File: config.mk
export PLATFORM = sky130hd
export DESIGN_NAME = light_threshold_alert_logic
export DESIGN_NICKNAME = d
export VERILOG_FILES = /design/src/logic/fault_counter.v /design/src/logic/light_threshold_alert_logic.v
export VERILOG_INCLUDE_DIRS = /design/src /design/src/logic
export SDC_FILE = /design/constraint.sdc
export NUM_CORES = 1
export LEC_CHECK = 0
export BUFFER_PORTS_ARGS = -buffer_cell sky130_fd_sc_hd__buf_2
export CORE_MARGIN = 5
export CORE_UTILIZATION = 50
export CTS_CLUSTER_SIZE = 40
export DETAILED_ROUTE_END_ITERATION = 12
export PLACE_DENSITY_LB_ADDON = 0.25
export SLEW_MARGIN = 5
export SYNTH_ARGS = -nofsm -noshare
export SYNTH_HDL_FRONTEND = slang
export SYNTH_SLANG_ARGS = --single-unit
export TNS_END_PERCENT = 1
File: constraint.sdc
create_clock -name sys_clk -period 4.4 [get_ports sys_clk]
set_input_delay 0.88 -clock sys_clk [delete_from_list [all_inputs] [get_ports sys_clk]]
set_output_delay 0.88 -clock sys_clk [all_outputs]
set_load 0.005 [all_outputs]
File: src/logic/light_alert_map.vh
// Purpose: register map, field positions and reset values of the light threshold alert logic
// Assumes: 32-bit AXI4-Lite register bus, one aligned word per register
// Notes: definitions only
`ifndef LIGHT_ALERT_MAP_VH
`define LIGHT_ALERT_MAP_VH

// register byte offsets
`define CFG_ADDR 4'h0
`define HIGH_LIMIT_ADDR 4'h4
`define LOW_LIMIT_ADDR 4'h8
`define STATUS_ADDR 4'hC

// configuration field positions
`define CFG_FAULT_LSB 0
`define CFG_POLARITY_BIT 3
`define CFG_LATCH_BIT 4
`define CFG_FLAG_LOW_BIT 5
`define CFG_FLAG_HIGH_BIT 6
`define CFG_READY_BIT 7
`define CFG_MODE_LSB 9

// reset values
`define CFG_RESET 16'h0010
`define HIGH_LIMIT_RESET 16'hBFFF
`define LOW_LIMIT_RESET 16'h0000

// low limit top bits that select end-of-conversion operation, and the shutdown mode value
`define EOC_CODE 2'h3
`define MODE_SHUTDOWN 2'h0

// AXI responses
`define RESP_OKAY 2'h0
`define RESP_SLVERR 2'h2

`endif

File: src/logic/fault_counter.v
// Purpose: counts consecutive conversions with the same fault result
// Assumes: convDone is a one-cycle pulse with isHigh/isLow valid in that cycle
// Notes: qualify pulses come one cycle after convDone
`timescale 1ns/10ps
`default_nettype none

module fault_counter (
  input wire sys_clk,
  input wire rst_b,
  input wire convDone,
  input wire isHigh,
  input wire isLow,
  input wire [1:0] faultSel,
  output reg highQual,
  output reg lowQual,
  output reg [3:0] runCount
);

  reg lastHigh_reg;
  reg [3:0] need;
  reg [3:0] runCount_next;

  // 00 -> 1, 01 -> 2, 10 -> 4, 11 -> 8 faults in a row
  always @* begin
    need = 4'h1 << faultSel;
  end

  // a fault in the other direction or no fault restarts the run
  always @* begin
    if (!isHigh && !isLow) begin
      runCount_next = 4'h0;
    end else if (runCount != 4'h0 && (isHigh == lastHigh_reg)) begin
      runCount_next = (runCount == 4'h8) ? 4'h8 : runCount + 4'h1;
    end else begin
      runCount_next = 4'h1;
    end
  end

  // run length, direction and qualify pulses
  always @(posedge sys_clk or negedge rst_b) begin
    if (!rst_b) begin
      runCount <= 4'h0;
      lastHigh_reg <= 1'b0;
      highQual <= 1'b0;
      lowQual <= 1'b0;
    end else begin
      highQual <= 1'b0;
      lowQual <= 1'b0;
      if (convDone) begin
        runCount <= runCount_next;
        lastHigh_reg <= isHigh;
        highQual <= isHigh && (runCount_next >= need);
        lowQual <= isLow && (runCount_next >= need);
      end
    end
  end

endmodule

`default_nettype wire

File: src/logic/light_threshold_alert_logic.v
// Purpose: threshold alert logic of an ambient light sensor with AXI4-Lite registers
// Assumes: convDone pulses one cycle with convResult valid; alertResp pulses for an alert response
// Notes: alert pin is open drain; the pin value is always 0 and only the enable moves
`timescale 1ns/10ps
`default_nettype none
`include "light_alert_map.vh"

// Notes on behaviour
// - config bit 4 selects latched or transparent
// - low limit top bits 11b force end-of-conversion
// - latched: result outside limits counts fault
// - latched: qualified fault latches alert and flag
// - latched: config read clears alert and flags
// - latched: alert response clears only alert
// - latched high fault sets high flag, alert, ready
// - latched low fault sets low flag, alert, ready
// - outside end-of-conversion mode, unqualified conversion sets only ready
// - config read clears conversion ready
// - shutdown mode write keeps ready and alert
// - nonzero mode write clears ready, and alert in end-of-conversion mode
// - pull pin low when alert differs from polarity
// - transparent high fault: alert on, high flag
// - transparent low fault: alert off, low flag
// - transparent: config access keeps flags, and keeps alert outside end-of-conversion mode
// - transparent: no alert response answer
// - alert only after consecutive same faults
// - end-of-conversion: alert on every conversion
// - alert pin open drain only
module light_threshold_alert_logic (
  input wire sys_clk,
  input wire rst_b,
  input wire [3:0] s_axi_awaddr,
  input wire s_axi_awvalid,
  output reg s_axi_awready,
  input wire [31:0] s_axi_wdata,
  input wire [3:0] s_axi_wstrb,
  input wire s_axi_wvalid,
  output reg s_axi_wready,
  output reg [1:0] s_axi_bresp,
  output reg s_axi_bvalid,
  input wire s_axi_bready,
  input wire [3:0] s_axi_araddr,
  input wire s_axi_arvalid,
  output reg s_axi_arready,
  output reg [31:0] s_axi_rdata,
  output reg [1:0] s_axi_rresp,
  output reg s_axi_rvalid,
  input wire s_axi_rready,
  input wire convDone,
  input wire [15:0] convResult,
  input wire alertResp,
  output reg alertRespAck,
  output reg alertPinOut,
  output reg alertPinOe
);

  reg [15:0] cfg_reg;
  reg [15:0] highLimit_reg;
  reg [15:0] lowLimit_reg;
  reg flagHigh_reg;
  reg flagLow_reg;
  reg convReady_reg;
  reg alertActive_reg;
  reg eocPending_reg;
  reg [3:0] awAddr_reg;
  reg [31:0] wData_reg;
  reg [3:0] wStrb_reg;
  reg awHeld_reg;
  reg wHeld_reg;
  wire [3:0] runCount;
  wire highQual;
  wire lowQual;
  wire latchSel;
  wire alertPolarity;
  wire [1:0] low_limit_top_bits;
  wire eocMode;
  wire doWrite;
  wire doRead;
  wire cfgRead;
  wire cfgWrite;
  wire [15:0] cfgWrData;
  wire cfgRunWrite;
  wire respTaken;
  reg [15:0] cfgView;
  reg [31:0] rdMux;
  reg rdOk;
  reg wrOk;

  assign latchSel = cfg_reg[`CFG_LATCH_BIT];
  assign alertPolarity = cfg_reg[`CFG_POLARITY_BIT];
  assign low_limit_top_bits = lowLimit_reg[15:14];
  assign eocMode = (low_limit_top_bits == `EOC_CODE);

  // bus events
  assign doWrite = awHeld_reg && wHeld_reg && !s_axi_bvalid;
  assign doRead = s_axi_arvalid && s_axi_arready;
  assign cfgRead = doRead && ({s_axi_araddr[3:2], 2'h0} == `CFG_ADDR);
  assign cfgWrite = doWrite && ({awAddr_reg[3:2], 2'h0} == `CFG_ADDR);
  assign cfgWrData[7:0] = wStrb_reg[0] ? wData_reg[7:0] : cfg_reg[7:0];
  assign cfgWrData[15:8] = wStrb_reg[1] ? wData_reg[15:8] : cfg_reg[15:8];
  assign cfgRunWrite = cfgWrite && (cfgWrData[`CFG_MODE_LSB+1:`CFG_MODE_LSB] != `MODE_SHUTDOWN);
  assign respTaken = alertResp && latchSel;

  // result outside the window counts as a fault
  fault_counter faults (
    .sys_clk(sys_clk),
    .rst_b(rst_b),
    .convDone(convDone),
    .isHigh(convResult > highLimit_reg),
    .isLow(convResult < lowLimit_reg),
    .faultSel(cfg_reg[`CFG_FAULT_LSB+1:`CFG_FAULT_LSB]),
    .highQual(highQual),
    .lowQual(lowQual),
    .runCount(runCount)
  );

  // write address and data are taken separately and held until the response
  always @(posedge sys_clk or negedge rst_b) begin
    if (!rst_b) begin
      s_axi_awready <= 1'b1;
      s_axi_wready <= 1'b1;
      awHeld_reg <= 1'b0;
      wHeld_reg <= 1'b0;
      awAddr_reg <= 4'h0;
      wData_reg <= 32'h0000_0000;
      wStrb_reg <= 4'h0;
      s_axi_bvalid <= 1'b0;
      s_axi_bresp <= `RESP_OKAY;
    end else begin
      if (s_axi_awvalid && s_axi_awready) begin
        awAddr_reg <= s_axi_awaddr;
        awHeld_reg <= 1'b1;
        s_axi_awready <= 1'b0;
      end
      if (s_axi_wvalid && s_axi_wready) begin
        wData_reg <= s_axi_wdata;
        wStrb_reg <= s_axi_wstrb;
        wHeld_reg <= 1'b1;
        s_axi_wready <= 1'b0;
      end
      if (doWrite) begin
        s_axi_bvalid <= 1'b1;
        s_axi_bresp <= wrOk ? `RESP_OKAY : `RESP_SLVERR;
      end
      if (s_axi_bvalid && s_axi_bready) begin
        s_axi_bvalid <= 1'b0;
        awHeld_reg <= 1'b0;
        wHeld_reg <= 1'b0;
        s_axi_awready <= 1'b1;
        s_axi_wready <= 1'b1;
      end
    end
  end

  // writable registers, status register is read only
  always @* begin
    wrOk = ({awAddr_reg[3:2], 2'h0} != `STATUS_ADDR);
  end

  // limit registers with byte lanes
  always @(posedge sys_clk or negedge rst_b) begin
    if (!rst_b) begin
      highLimit_reg <= `HIGH_LIMIT_RESET;
      lowLimit_reg <= `LOW_LIMIT_RESET;
    end else if (doWrite) begin
      if ({awAddr_reg[3:2], 2'h0} == `HIGH_LIMIT_ADDR) begin
        if (wStrb_reg[0]) highLimit_reg[7:0] <= wData_reg[7:0];
        if (wStrb_reg[1]) highLimit_reg[15:8] <= wData_reg[15:8];
      end
      if ({awAddr_reg[3:2], 2'h0} == `LOW_LIMIT_ADDR) begin
        if (wStrb_reg[0]) lowLimit_reg[7:0] <= wData_reg[7:0];
        if (wStrb_reg[1]) lowLimit_reg[15:8] <= wData_reg[15:8];
      end
    end
  end

  // configuration: flag and ready positions are status, not stored
  always @(posedge sys_clk or negedge rst_b) begin
    if (!rst_b) begin
      cfg_reg <= `CFG_RESET;
    end else if (cfgWrite) begin
      cfg_reg <= cfgWrData & 16'hFF1F;
    end
  end

  // configuration as software reads it
  always @* begin
    cfgView = cfg_reg;
    cfgView[`CFG_FLAG_HIGH_BIT] = flagHigh_reg;
    cfgView[`CFG_FLAG_LOW_BIT] = flagLow_reg;
    cfgView[`CFG_READY_BIT] = convReady_reg;
  end

  // read data select, all four word offsets are mapped, so every read answers OKAY
  always @* begin
    rdOk = 1'b1;
    case (s_axi_araddr[3:2])
      2'h0: rdMux = {16'h0000, cfgView};
      2'h1: rdMux = {16'h0000, highLimit_reg};
      2'h2: rdMux = {16'h0000, lowLimit_reg};
      2'h3: rdMux = {24'h00_0000, runCount, 1'b0, eocMode, latchSel, alertActive_reg};
      default: begin
        rdMux = 32'h0000_0000;
        rdOk = 1'b0;
      end
    endcase
  end

  // read channel: one read at a time, data one cycle after the address
  always @(posedge sys_clk or negedge rst_b) begin
    if (!rst_b) begin
      s_axi_arready <= 1'b1;
      s_axi_rvalid <= 1'b0;
      s_axi_rdata <= 32'h0000_0000;
      s_axi_rresp <= `RESP_OKAY;
    end else if (doRead) begin
      s_axi_arready <= 1'b0;
      s_axi_rvalid <= 1'b1;
      s_axi_rdata <= rdMux;
      s_axi_rresp <= rdOk ? `RESP_OKAY : `RESP_SLVERR;
    end else if (s_axi_rvalid && s_axi_rready) begin
      s_axi_rvalid <= 1'b0;
      s_axi_arready <= 1'b1;
    end
  end

  // conversion ready: a finished conversion is checked first and wins over a clear
  always @(posedge sys_clk or negedge rst_b) begin
    if (!rst_b) begin
      convReady_reg <= 1'b0;
    end else if (convDone) begin
      convReady_reg <= 1'b1;
    end else if (cfgRead || cfgRunWrite) begin
      convReady_reg <= 1'b0;
    end
  end

  // qualify pulses arrive one cycle after convDone, remember the mode then
  always @(posedge sys_clk or negedge rst_b) begin
    if (!rst_b) begin
      eocPending_reg <= 1'b0;
    end else begin
      eocPending_reg <= convDone && eocMode;
    end
  end

  // alert and flags: clear terms first, set terms last so that a set wins
  always @(posedge sys_clk or negedge rst_b) begin
    if (!rst_b) begin
      alertActive_reg <= 1'b0;
      flagHigh_reg <= 1'b0;
      flagLow_reg <= 1'b0;
    end else begin
      if (cfgRead && (latchSel || eocMode)) begin
        alertActive_reg <= 1'b0;
      end
      if (cfgRead && latchSel) begin
        flagHigh_reg <= 1'b0;
        flagLow_reg <= 1'b0;
      end
      if (cfgRunWrite && eocMode) begin
        alertActive_reg <= 1'b0;
      end
      if (respTaken) begin
        alertActive_reg <= 1'b0;
      end
      if (eocPending_reg) begin
        alertActive_reg <= 1'b1;
      end else if (!eocMode && latchSel) begin
        if (highQual) begin
          flagHigh_reg <= 1'b1;
          alertActive_reg <= 1'b1;
        end
        if (lowQual) begin
          flagLow_reg <= 1'b1;
          alertActive_reg <= 1'b1;
        end
      end else if (!eocMode) begin
        if (highQual) begin
          alertActive_reg <= 1'b1;
          flagHigh_reg <= 1'b1;
          flagLow_reg <= 1'b0;
        end else if (lowQual) begin
          alertActive_reg <= 1'b0;
          flagLow_reg <= 1'b1;
          flagHigh_reg <= 1'b0;
        end
      end
    end
  end

  // open-drain pin: value fixed low, enable pulls the line
  always @(posedge sys_clk or negedge rst_b) begin
    if (!rst_b) begin
      alertPinOut <= 1'b0;
      alertPinOe <= 1'b0;
      alertRespAck <= 1'b0;
    end else begin
      alertPinOut <= 1'b0;
      alertPinOe <= alertPolarity ^ alertActive_reg;
      alertRespAck <= respTaken && alertActive_reg;
    end
  end

endmodule

`default_nettype wire

# After elaboration in Yosys (flattened, before gate mapping)
# Cells that the tools add are included.
# Widths: inputs -> output; s select.
# classes
eq_ne	9
shifts	1
n_mux	47
reduce_logical	42
n_addsub	1
bitwise	1
magnitude_cmp	3
# op_table
op	n
$pmux 32 s4	1
$mux 1	41
$logic_and 1x1->1	21
$gt 16x16->1	1
$lt 16x16->1	1
$mux 4	3
$reduce_and 3->1	4
$reduce_bool 2->1	6
$eq 2x2->1 const B	4
$add 4x1->4 const B	1
$eq 2x1->1 const B	2
$eq 4x4->1 const B	1
$ge 4x4->1	1
$logic_not 1->1	4
$logic_not 2->1	2
$reduce_and 2->1	2
$reduce_bool 4->1	1
$shl 1x2->4 const A	1
$mux 3	1
$logic_or 1x1->1	2
$mux 2	1
$ne 2x2->1 const B	1
$eq 1x1->1	1
$xor 1x1->1	1
# totals
wordCells	134
reg_bits	122

# Longest topological paths before layout
# Gate-level depths: netlist of run 1.
# logic_depth
ltp_word	12
ltp_mapped	15

# Modules after synthesis
# From an unflattened synthesis of run 1, not the netlist that was laid out.
# hier_totals
hier_cells	533
area_unflattened_um2	5615.4
# by_module_without_submodules
module	area_per_inst_um2	cells_per_inst	instances
light_threshold_alert_logic	5077.4	479	1
fault_counter	538.0	54	1

# Worst setup path before layout of run 1
# Ideal clock, no wire load.
# synth_path
kind	in2reg
start	input convResult[14]
end	register faults.highQual
cell_stages	14
setup_ns	0.141
path_slack_ns	0.728
arrival_time_ns	3.531
required_time_ns	4.259
cell_sequence	ha_1 nand4_2 nor2_1 or3_1 a2111oi_2 nor4b_1 or2_2 ha_1 nand2b_1 a21o_1 a21oi_1 nor2b_1 o21ai_0 nor3_1
# synth_via
elab_chain_len	8
# synth_lines
element	line_no	rtl
from (decl)	light_threshold_alert_logic.v:50	input wire [15:0] convResult,
$gt 16x16->1	light_threshold_alert_logic.v:109	.isHigh(convResult > highLimit_reg),
$eq 1x1->1	fault_counter.v:32	end else if (runCount != 4'h0 && (isHigh == lastHigh_reg)) begin
$logic_and 1x1->1	fault_counter.v:32	
$mux 4	fault_counter.v:32	
$mux 4	fault_counter.v:30	if (!isHigh && !isLow) begin
$ge 4x4->1	fault_counter.v:52	highQual <= isHigh && (runCount_next >= need);
$logic_and 1x1->1 *	fault_counter.v:52	
$mux 1 *	fault_counter.v:49	if (convDone) begin
to (signal assigned)	fault_counter.v:52	
to (decl)	fault_counter.v:14	output reg highQual,
# Every way passes the cells marked *; elsewhere a longest branch is shown, timed or not.
# A chain may end at the register's enable or synchronous reset.

# Final worst setup path of run 1
# layout_path
start	input convResult[13]
end	register faults.highQual
# Same word-level chain as after synthesis.

==> results of run 1 <==
per-stage QoR:
step	util	worst slack (ps)	total power, mW	instances	instance area [sq um]
after global routing	0.5614	528.3	4.041	753	6032
after detailed placement	0.5451	256.5	3.200	737	5857
after global placement	0.5451	275.5	3.121	737	5857
final	0.5614	661.6	3.730	753	6032
after floorplan	-	728.0	2.730	561	5517
after CTS	0.5614	656.4	3.747	753	6032
power groups by stage:
stage	clock network [mW]	logic (mW)	registers [mW]
5_1_grt	0.603	1.60	1.83
4_1_cts	0.560	1.42	1.77
2_1_floorplan	0	1.04	1.69
6_report	0.550	1.41	1.77
3_3_place_gp	0	1.36	1.76
3_5_place_dp	0	1.41	1.79
worst max-delay path by stage:
| stage | startpoint | end | slack (ps) | cells past startpoint |
|---|---|---|---|---|
| 5_1_grt | convResult[11] | faults.highQual$_DFF_PN0_ | 530 | 15 |
| 3_3_place_gp | convResult[11] | faults.highQual$_DFF_PN0_ | 280 | 15 |
| 6_report | convResult[13] | faults.highQual$_DFF_PN0_ | 660 | 15 |
| 4_1_cts | convResult[13] | faults.highQual$_DFF_PN0_ | 660 | 15 |
| 3_5_place_dp | convResult[13] | faults.highQual$_DFF_PN0_ | 260 | 15 |
| 2_1_floorplan | convResult[14] | faults.highQual$_DFF_PN0_ | 730 | 14 |
worst reg2reg max path: cells and delay by family (launching register included):
| kind | cells | cell delay [ps] |
|---|---|---|
| compound gates | 4 | 1060 |
| fa+ha+maj | 2 | 590 |
| buf+inv | 1 | 50 |
| flops | 1 | 540 |
| simple gates | 8 | 1330 |
cells in the final DEF, fill, tap and decap left out, drive strengths merged, types with 5 or more instances in the layout:
cell,instances
nand2,82
mux2i,11
dfstp,19
ha,37
mux2,36
a21oi,37
inv,43
nor2b,5
nor3,7
clkbuf,12
nor2,25
nand2b,7
conb,20
buf,74
o21ai,51
dfrtp,84
cell type report:
class,instances,area share
timing repair buffer,74,0.06347
clock buffer,12,0.02406
multi-input combinational,378,0.4211
clock inverter,4,0.004978
inverter,42,0.02614
tap,140,0.02904
sequential,103,0.4312
layer usage:
metal | wire length (um) | share of wire
met1 | 5511 | 0.46
met2 | 5513 | 0.46
met3 | 701 | 0.059
met4 | 136 | 0.011
met5 | 0 | 0
cells by family after synthesis:
family,share of synthesized area
buffers and inverters,0.06893
adders and majority gates,0.08502
other,0.0006887
and+or+nand+nor,0.1236
AOI/OAI and AO/OA,0.1296
xor gates and xnor gates,0.003217
DFF,0.4777
muxes,0.1112
==> metrics.cfg, run 1 <==
[sta]
setup_tns_ps=0
whs_ps=481.6
fmax_ghz=0.2675
fin_skew_ps=12.97
fin_crit_sh=0.8496
hold_violations=0
fin_crit_ps=3738
rsz0062_at_grt=no
worst_pin_slew_ps=931.9
drv_slew=0
slew_headroom=0.3787
finalSetupViolCount=0

[synthesis]
synth-seq-area-share=0.4777
synth_common_cells=84 x dfrtp_1, 82 x nand2_1, 51 x o21ai_0
syn_inst=542
ys_types=47
syn_avg_cell_area_sq_um=10.05
synth.most_common_cell=dfrtp_1
synth_edf_count=0
netlist_area_sq_mm=0.005445
synth-warning-count=0
async_reset_ff_frac=1.000
yosysTopAreaCell=dfrtp_1
synth_top_area_share=0.3860
synthTopCellsByArea=dfrtp_1 39%, dfstp_2 9.2%, ha_1 8.5%
yosys_register_bits=103
synth_flop_cell=dfrtp_1

[global_route]
grt-ovfl-total=0
busiest_layer=met2
grt.met2_usage=0.3041
grt_max_degree=75
grt_pass1_wl_mm=19.89
antenna_found_initial=0
first_global_vias=4047
use_met1=0.2671
track_usage=0.1921
use_met3=0.03753

[worst_setup_path]
worstSetupEndpointType=flip-flop
rrSetupSlack_ps=710
path_class=input port to flip-flop
worstSetupStartpointType=input port
crit_family=simple AND/OR/NAND/NOR gates
worstPathArrival_ps=3990
cpPeakStageDelay_ps=510
reg2regPathDepth=15
path_common_cell=ha_1
cp_max_fo=4
crit_chain=buf_2 -> ha_1 -> nand4_2 -> nor2_1 -> or3_1 -> a2111oi_2 -> nor4b_1 -> or2_2 -> ha_1 -> nand2b_1 -> a21o_1 -> a21oi_1 -> nor2b_1 -> o21ai_0 -> nor3_1
slowest_stage=a2111oi_2
cp_num_buf_inv=1
crit_required_ps=4650
regToRegStartpoint=highLimit_reg[13]$_DFFE_PN1P_
r2r_end=faults.highQual$_DFF_PN0_

[routing]
drt_iter0_drc=260
dr.pass1.iters=4
post_drt_wl_per_cell_um=15.75
wirelength_mm=11.86
routed_via_density=5.341
detail-route-antenna-nets=0
dr_total_vias=4022
post-route-drc-count=0

[power_and_ir_drop]
leakagePower_nw=2.823
power_frac_clock=0.148
power.density_mw_per_mm2=618.4
power.internal_mw=2.337
p_sw_frac=0.3735
p_sw_mw=1.393
power.ir.vdd_worst_mv=0.2449
power.share.sequential=0.474
p_comb_frac=0.378

[floorplanning]
start_util=0.5068
core_area_sq_mm=0.01075
die_y_um=114.4
die_area_sq_mm=0.01308
ioPinCount=113
row_count=38
dieWidth_um=114.4

[min_path]
holdPathEnd=s_axi_rdata[9]$_DFFE_PN0P_
hold_depth=2
hp-class=flip-flop to flip-flop
min-delay-start=s_axi_rdata[9]$_DFFE_PN0P_

[finish]
syn_to_final_growth_pct=10.78
final_nets=714
multi_input_area_sq_mm=0.002540
regArea_sq_mm=0.002601
drive_gt1_frac=0.2480
diodes=0
fill_cells=961

[clock_tree]
clk_latency_ps=380
h-tree-depth=3
clock_sinks=103
clkTransAtPathRegs_ps=100
holdBufCountCts=0
cts_buffers=9
cts.repair.resized=0
tritoncts=yes
clockRootBuffer=clkbuf_8
cts_setup_buffers=0
clockBufferDepth=2

[place]
place.gp.congestion=0.9202
hpwl_mm=8.969
numPortBuffers=70

[run]
max-cap-violations=0

[status]
status=completed

Power figures use the tool's default switching activity.
==> run 2: changes to the inputs <==
--- a/config.mk
+++ b/config.mk
@@ -6,6 +6,7 @@
 export SDC_FILE = /design/constraint.sdc
 export NUM_CORES = 1
 export LEC_CHECK = 0
+export ABC_AREA = 1
 export BUFFER_PORTS_ARGS = -buffer_cell sky130_fd_sc_hd__buf_2
 export CORE_MARGIN = 5
 export CORE_UTILIZATION = 50
==> constraint.sdc (replaced) <==
create_clock -name sys_clk -period 3.3 [get_ports sys_clk]
set_input_delay 0.66 -clock sys_clk [delete_from_list [all_inputs] [get_ports sys_clk]]
set_output_delay 0.66 -clock sys_clk [all_outputs]
set_load 0.005 [all_outputs]
==> run 2 against run 1 <==
Compared with the run above:
- critical path depth is 1 higher
- highest routed layer unchanged
- first-iteration DRC count fell by 21%
- flip-flop and latch count unchanged
- register-to-register slack worse by 510 ps
- power up 21%
- via count grew 8.7%
==> metrics.cfg, run 2 <==
[status]
status=completed

[synthesis]
ys_types=37
synth.most_common_cell=nand2_1
yosysTopAreaCell=dfrtp_1
netlist_area_sq_mm=0.005375
synth_flop_cell=dfrtp_1
synth_common_cells=148 x nand2_1, 90 x inv_1, 89 x o21ai_0
synthTopCellsByArea=dfrtp_1 39%, nand2_1 10%, dfstp_2 9.3%
synth-warning-count=0
synth-seq-area-share=0.4839
syn_avg_cell_area_sq_um=8.438
async_reset_ff_frac=1.000
yosys_register_bits=103
synth_edf_count=0
syn_inst=637
synth_top_area_share=0.3911

[clock_tree]
h-tree-depth=3
cts_setup_buffers=0
holdBufCountCts=0
tritoncts=yes
cts_buffers=9
cts.repair.resized=0
clockBufferDepth=2
clk_latency_ps=380
clockRootBuffer=clkbuf_8
clock_sinks=103
clkTransAtPathRegs_ps=100

[worst_setup_path]
crit_required_ps=3560
path_class=flip-flop to flip-flop
startpoint=highLimit_reg[11]$_DFFE_PN1P_
slowest_stage=dfstp_2
worstSetupStartpointType=flip-flop
regToRegStartpoint=highLimit_reg[11]$_DFFE_PN1P_
cpPeakStageDelay_ps=550
crit_chain=inv_1 -> ha_1 -> nand4_1 -> nor3_2 -> nand3_1 -> a21oi_1 -> nor2_4 -> nand2_1 -> nor2_1 -> ha_1 -> a21boi_0 -> o21a_1 -> o21a_1 -> o21ai_1 -> buf_4 -> nor2_1
worstSetupEndpointType=flip-flop
cp_max_fo=3
worstPathArrival_ps=3370

[routing]
dr.pass1.iters=5
wirelength_mm=12.35
drt_iter0_drc=205
dr_total_vias=4372
detail-route-antenna-nets=0
routed_via_density=5.150
post_drt_wl_per_cell_um=14.54
post-route-drc-count=0

[global_route]
grt_max_degree=56
busiest_layer=met2
first_global_vias=4310
use_met3=0.03289
grt-ovfl-total=0
grt.met2_usage=0.3255
grt_pass1_wl_mm=20.67
use_met1=0.2681
track_usage=0.1989
antenna_found_initial=0

[finish]
syn_to_final_growth_pct=11.99
layout_commonest_cell=nand2_1
diodes=0
final_cell_mix=148 x nand2_1, 90 x inv_1, 88 x o21ai_0
fin_cells=849
drive_gt1_frac=0.1767
multi_input_area_sq_mm=0.002288
regArea_sq_mm=0.002601
fill_cells=1003
final_cell_area_sq_mm=0.006020
final_nets=814

[power_and_ir_drop]
power.density_mw_per_mm2=752.6
leakagePower_nw=2.961
power_mw=4.530
power.ir.vdd_worst_mv=0.3374

[place]
place.gp.congestion=0.9063
hpwl_mm=9.415
dp.cells=833
numPortBuffers=70
dpl-instance-area_sq_mm=0.005819
pre_cts_ws_ps=-112.9

[floorplanning]
dieWidth_um=113.7
core_area_sq_mm=0.01042
die_y_um=113.7
ioPinCount=113
row_count=37
die_area_sq_mm=0.01292
start_util=0.5160

[sta]
setup_ws_ps=196.9
slew_headroom=0.5436
finalSetupViolCount=0
drv_slew=0
fin_skew_ps=11.79
worst_pin_slew_ps=684.7
rsz0062_at_grt=no
fmax_ghz=0.3223
fin_crit_ps=3103
fin_crit_sh=0.9403
hold_violations=0
setup_tns_ps=0

[run]
max-cap-violations=0

[min_path]
hp-class=input port to asynchronous set/reset pin

## run 2: cell types whose count changed after synthesis, sizes merged, moves of 6 or more
cell	change
nand2	+71
inv	+49
o21ai	+39
mux2	-36
nand3	+15
o22ai	+12
mux2i	-11
a21oi	-10
nor2	+8
nand2b	-7
clkbuf	-6
## run 2: per-stage QoR
stage	hold slack [ps]	util
final	322.0	0.5779
after global routing	374.2	0.5779
after CTS	333.7	0.5775
after detailed placement	469.2	0.5587
after global placement	460.2	0.5587
after floorplan	364.4	-
## run 2: critical path, delay by kind of cell, from the launching register on
family,cells,cell delay (ps)
AO/OA/AOI/OAI,5,920
AND/OR/NAND/NOR,7,730
adder cells (fa/ha/maj),2,580
flip-flops,1,550
buffers and inverters,2,200
## run 2: logic make-up after synthesis
logic type / share of synthesized area
simple gates: 0.1664
buf+inv: 0.1043
other cells: 0.0006977
fa+ha+maj: 0.08613
compound gates: 0.1553
flops: 0.4839
xor+xnor: 0.003259
## run 2: where the power goes
part	switching (mW)	internal, mW
clock network	0.447	0.357
logic	0.963	0.663
registers	0.317	1.78
## run 2: area by class of cell
type / instances / share of cell area
Clock buffer: 10 / 0.02120
Timing Repair Buffer: 77 / 0.06942
Multi-Input combinational cell: 425 / 0.3802
Clock inverter: 6 / 0.01143
Inverter: 92 / 0.05737
Sequential cell: 103 / 0.4321
Tap cell: 136 / 0.02827
## run 2: path summary, 6_finish.rpt
| kind | endpoint | slack (ps) | cells past startpoint |
|---|---|---|---|
| max | faults.highQual$_DFF_PN0_ | 200 | 16 |
| min | wData_reg[12]$_DFFE_PN0P_ | 320 | 1 |
| max reg2reg | faults.highQual$_DFF_PN0_ | 200 | 16 |
| min reg2reg | s_axi_rdata[11]$_DFFE_PN0P_ | 480 | 2 |
| max in group asynchronous | highLimit_reg[15]$_DFFE_PN1P_ | 2230 | 2 |
| min in group sys_clk | s_axi_awready$_DFFE_PN1P_ | 440 | 2 |
## run 2: metal layers
| metal | part of all wire | vias to the layer above |
|---|---|---|
| met5 | 0 | - |
| met4 | 0.016 | 0 |
| met3 | 0.055 | 13 |
| met2 | 0.46 | 113 |
| met1 | 0.47 | 2073 |
| li1 | - | 2173 |
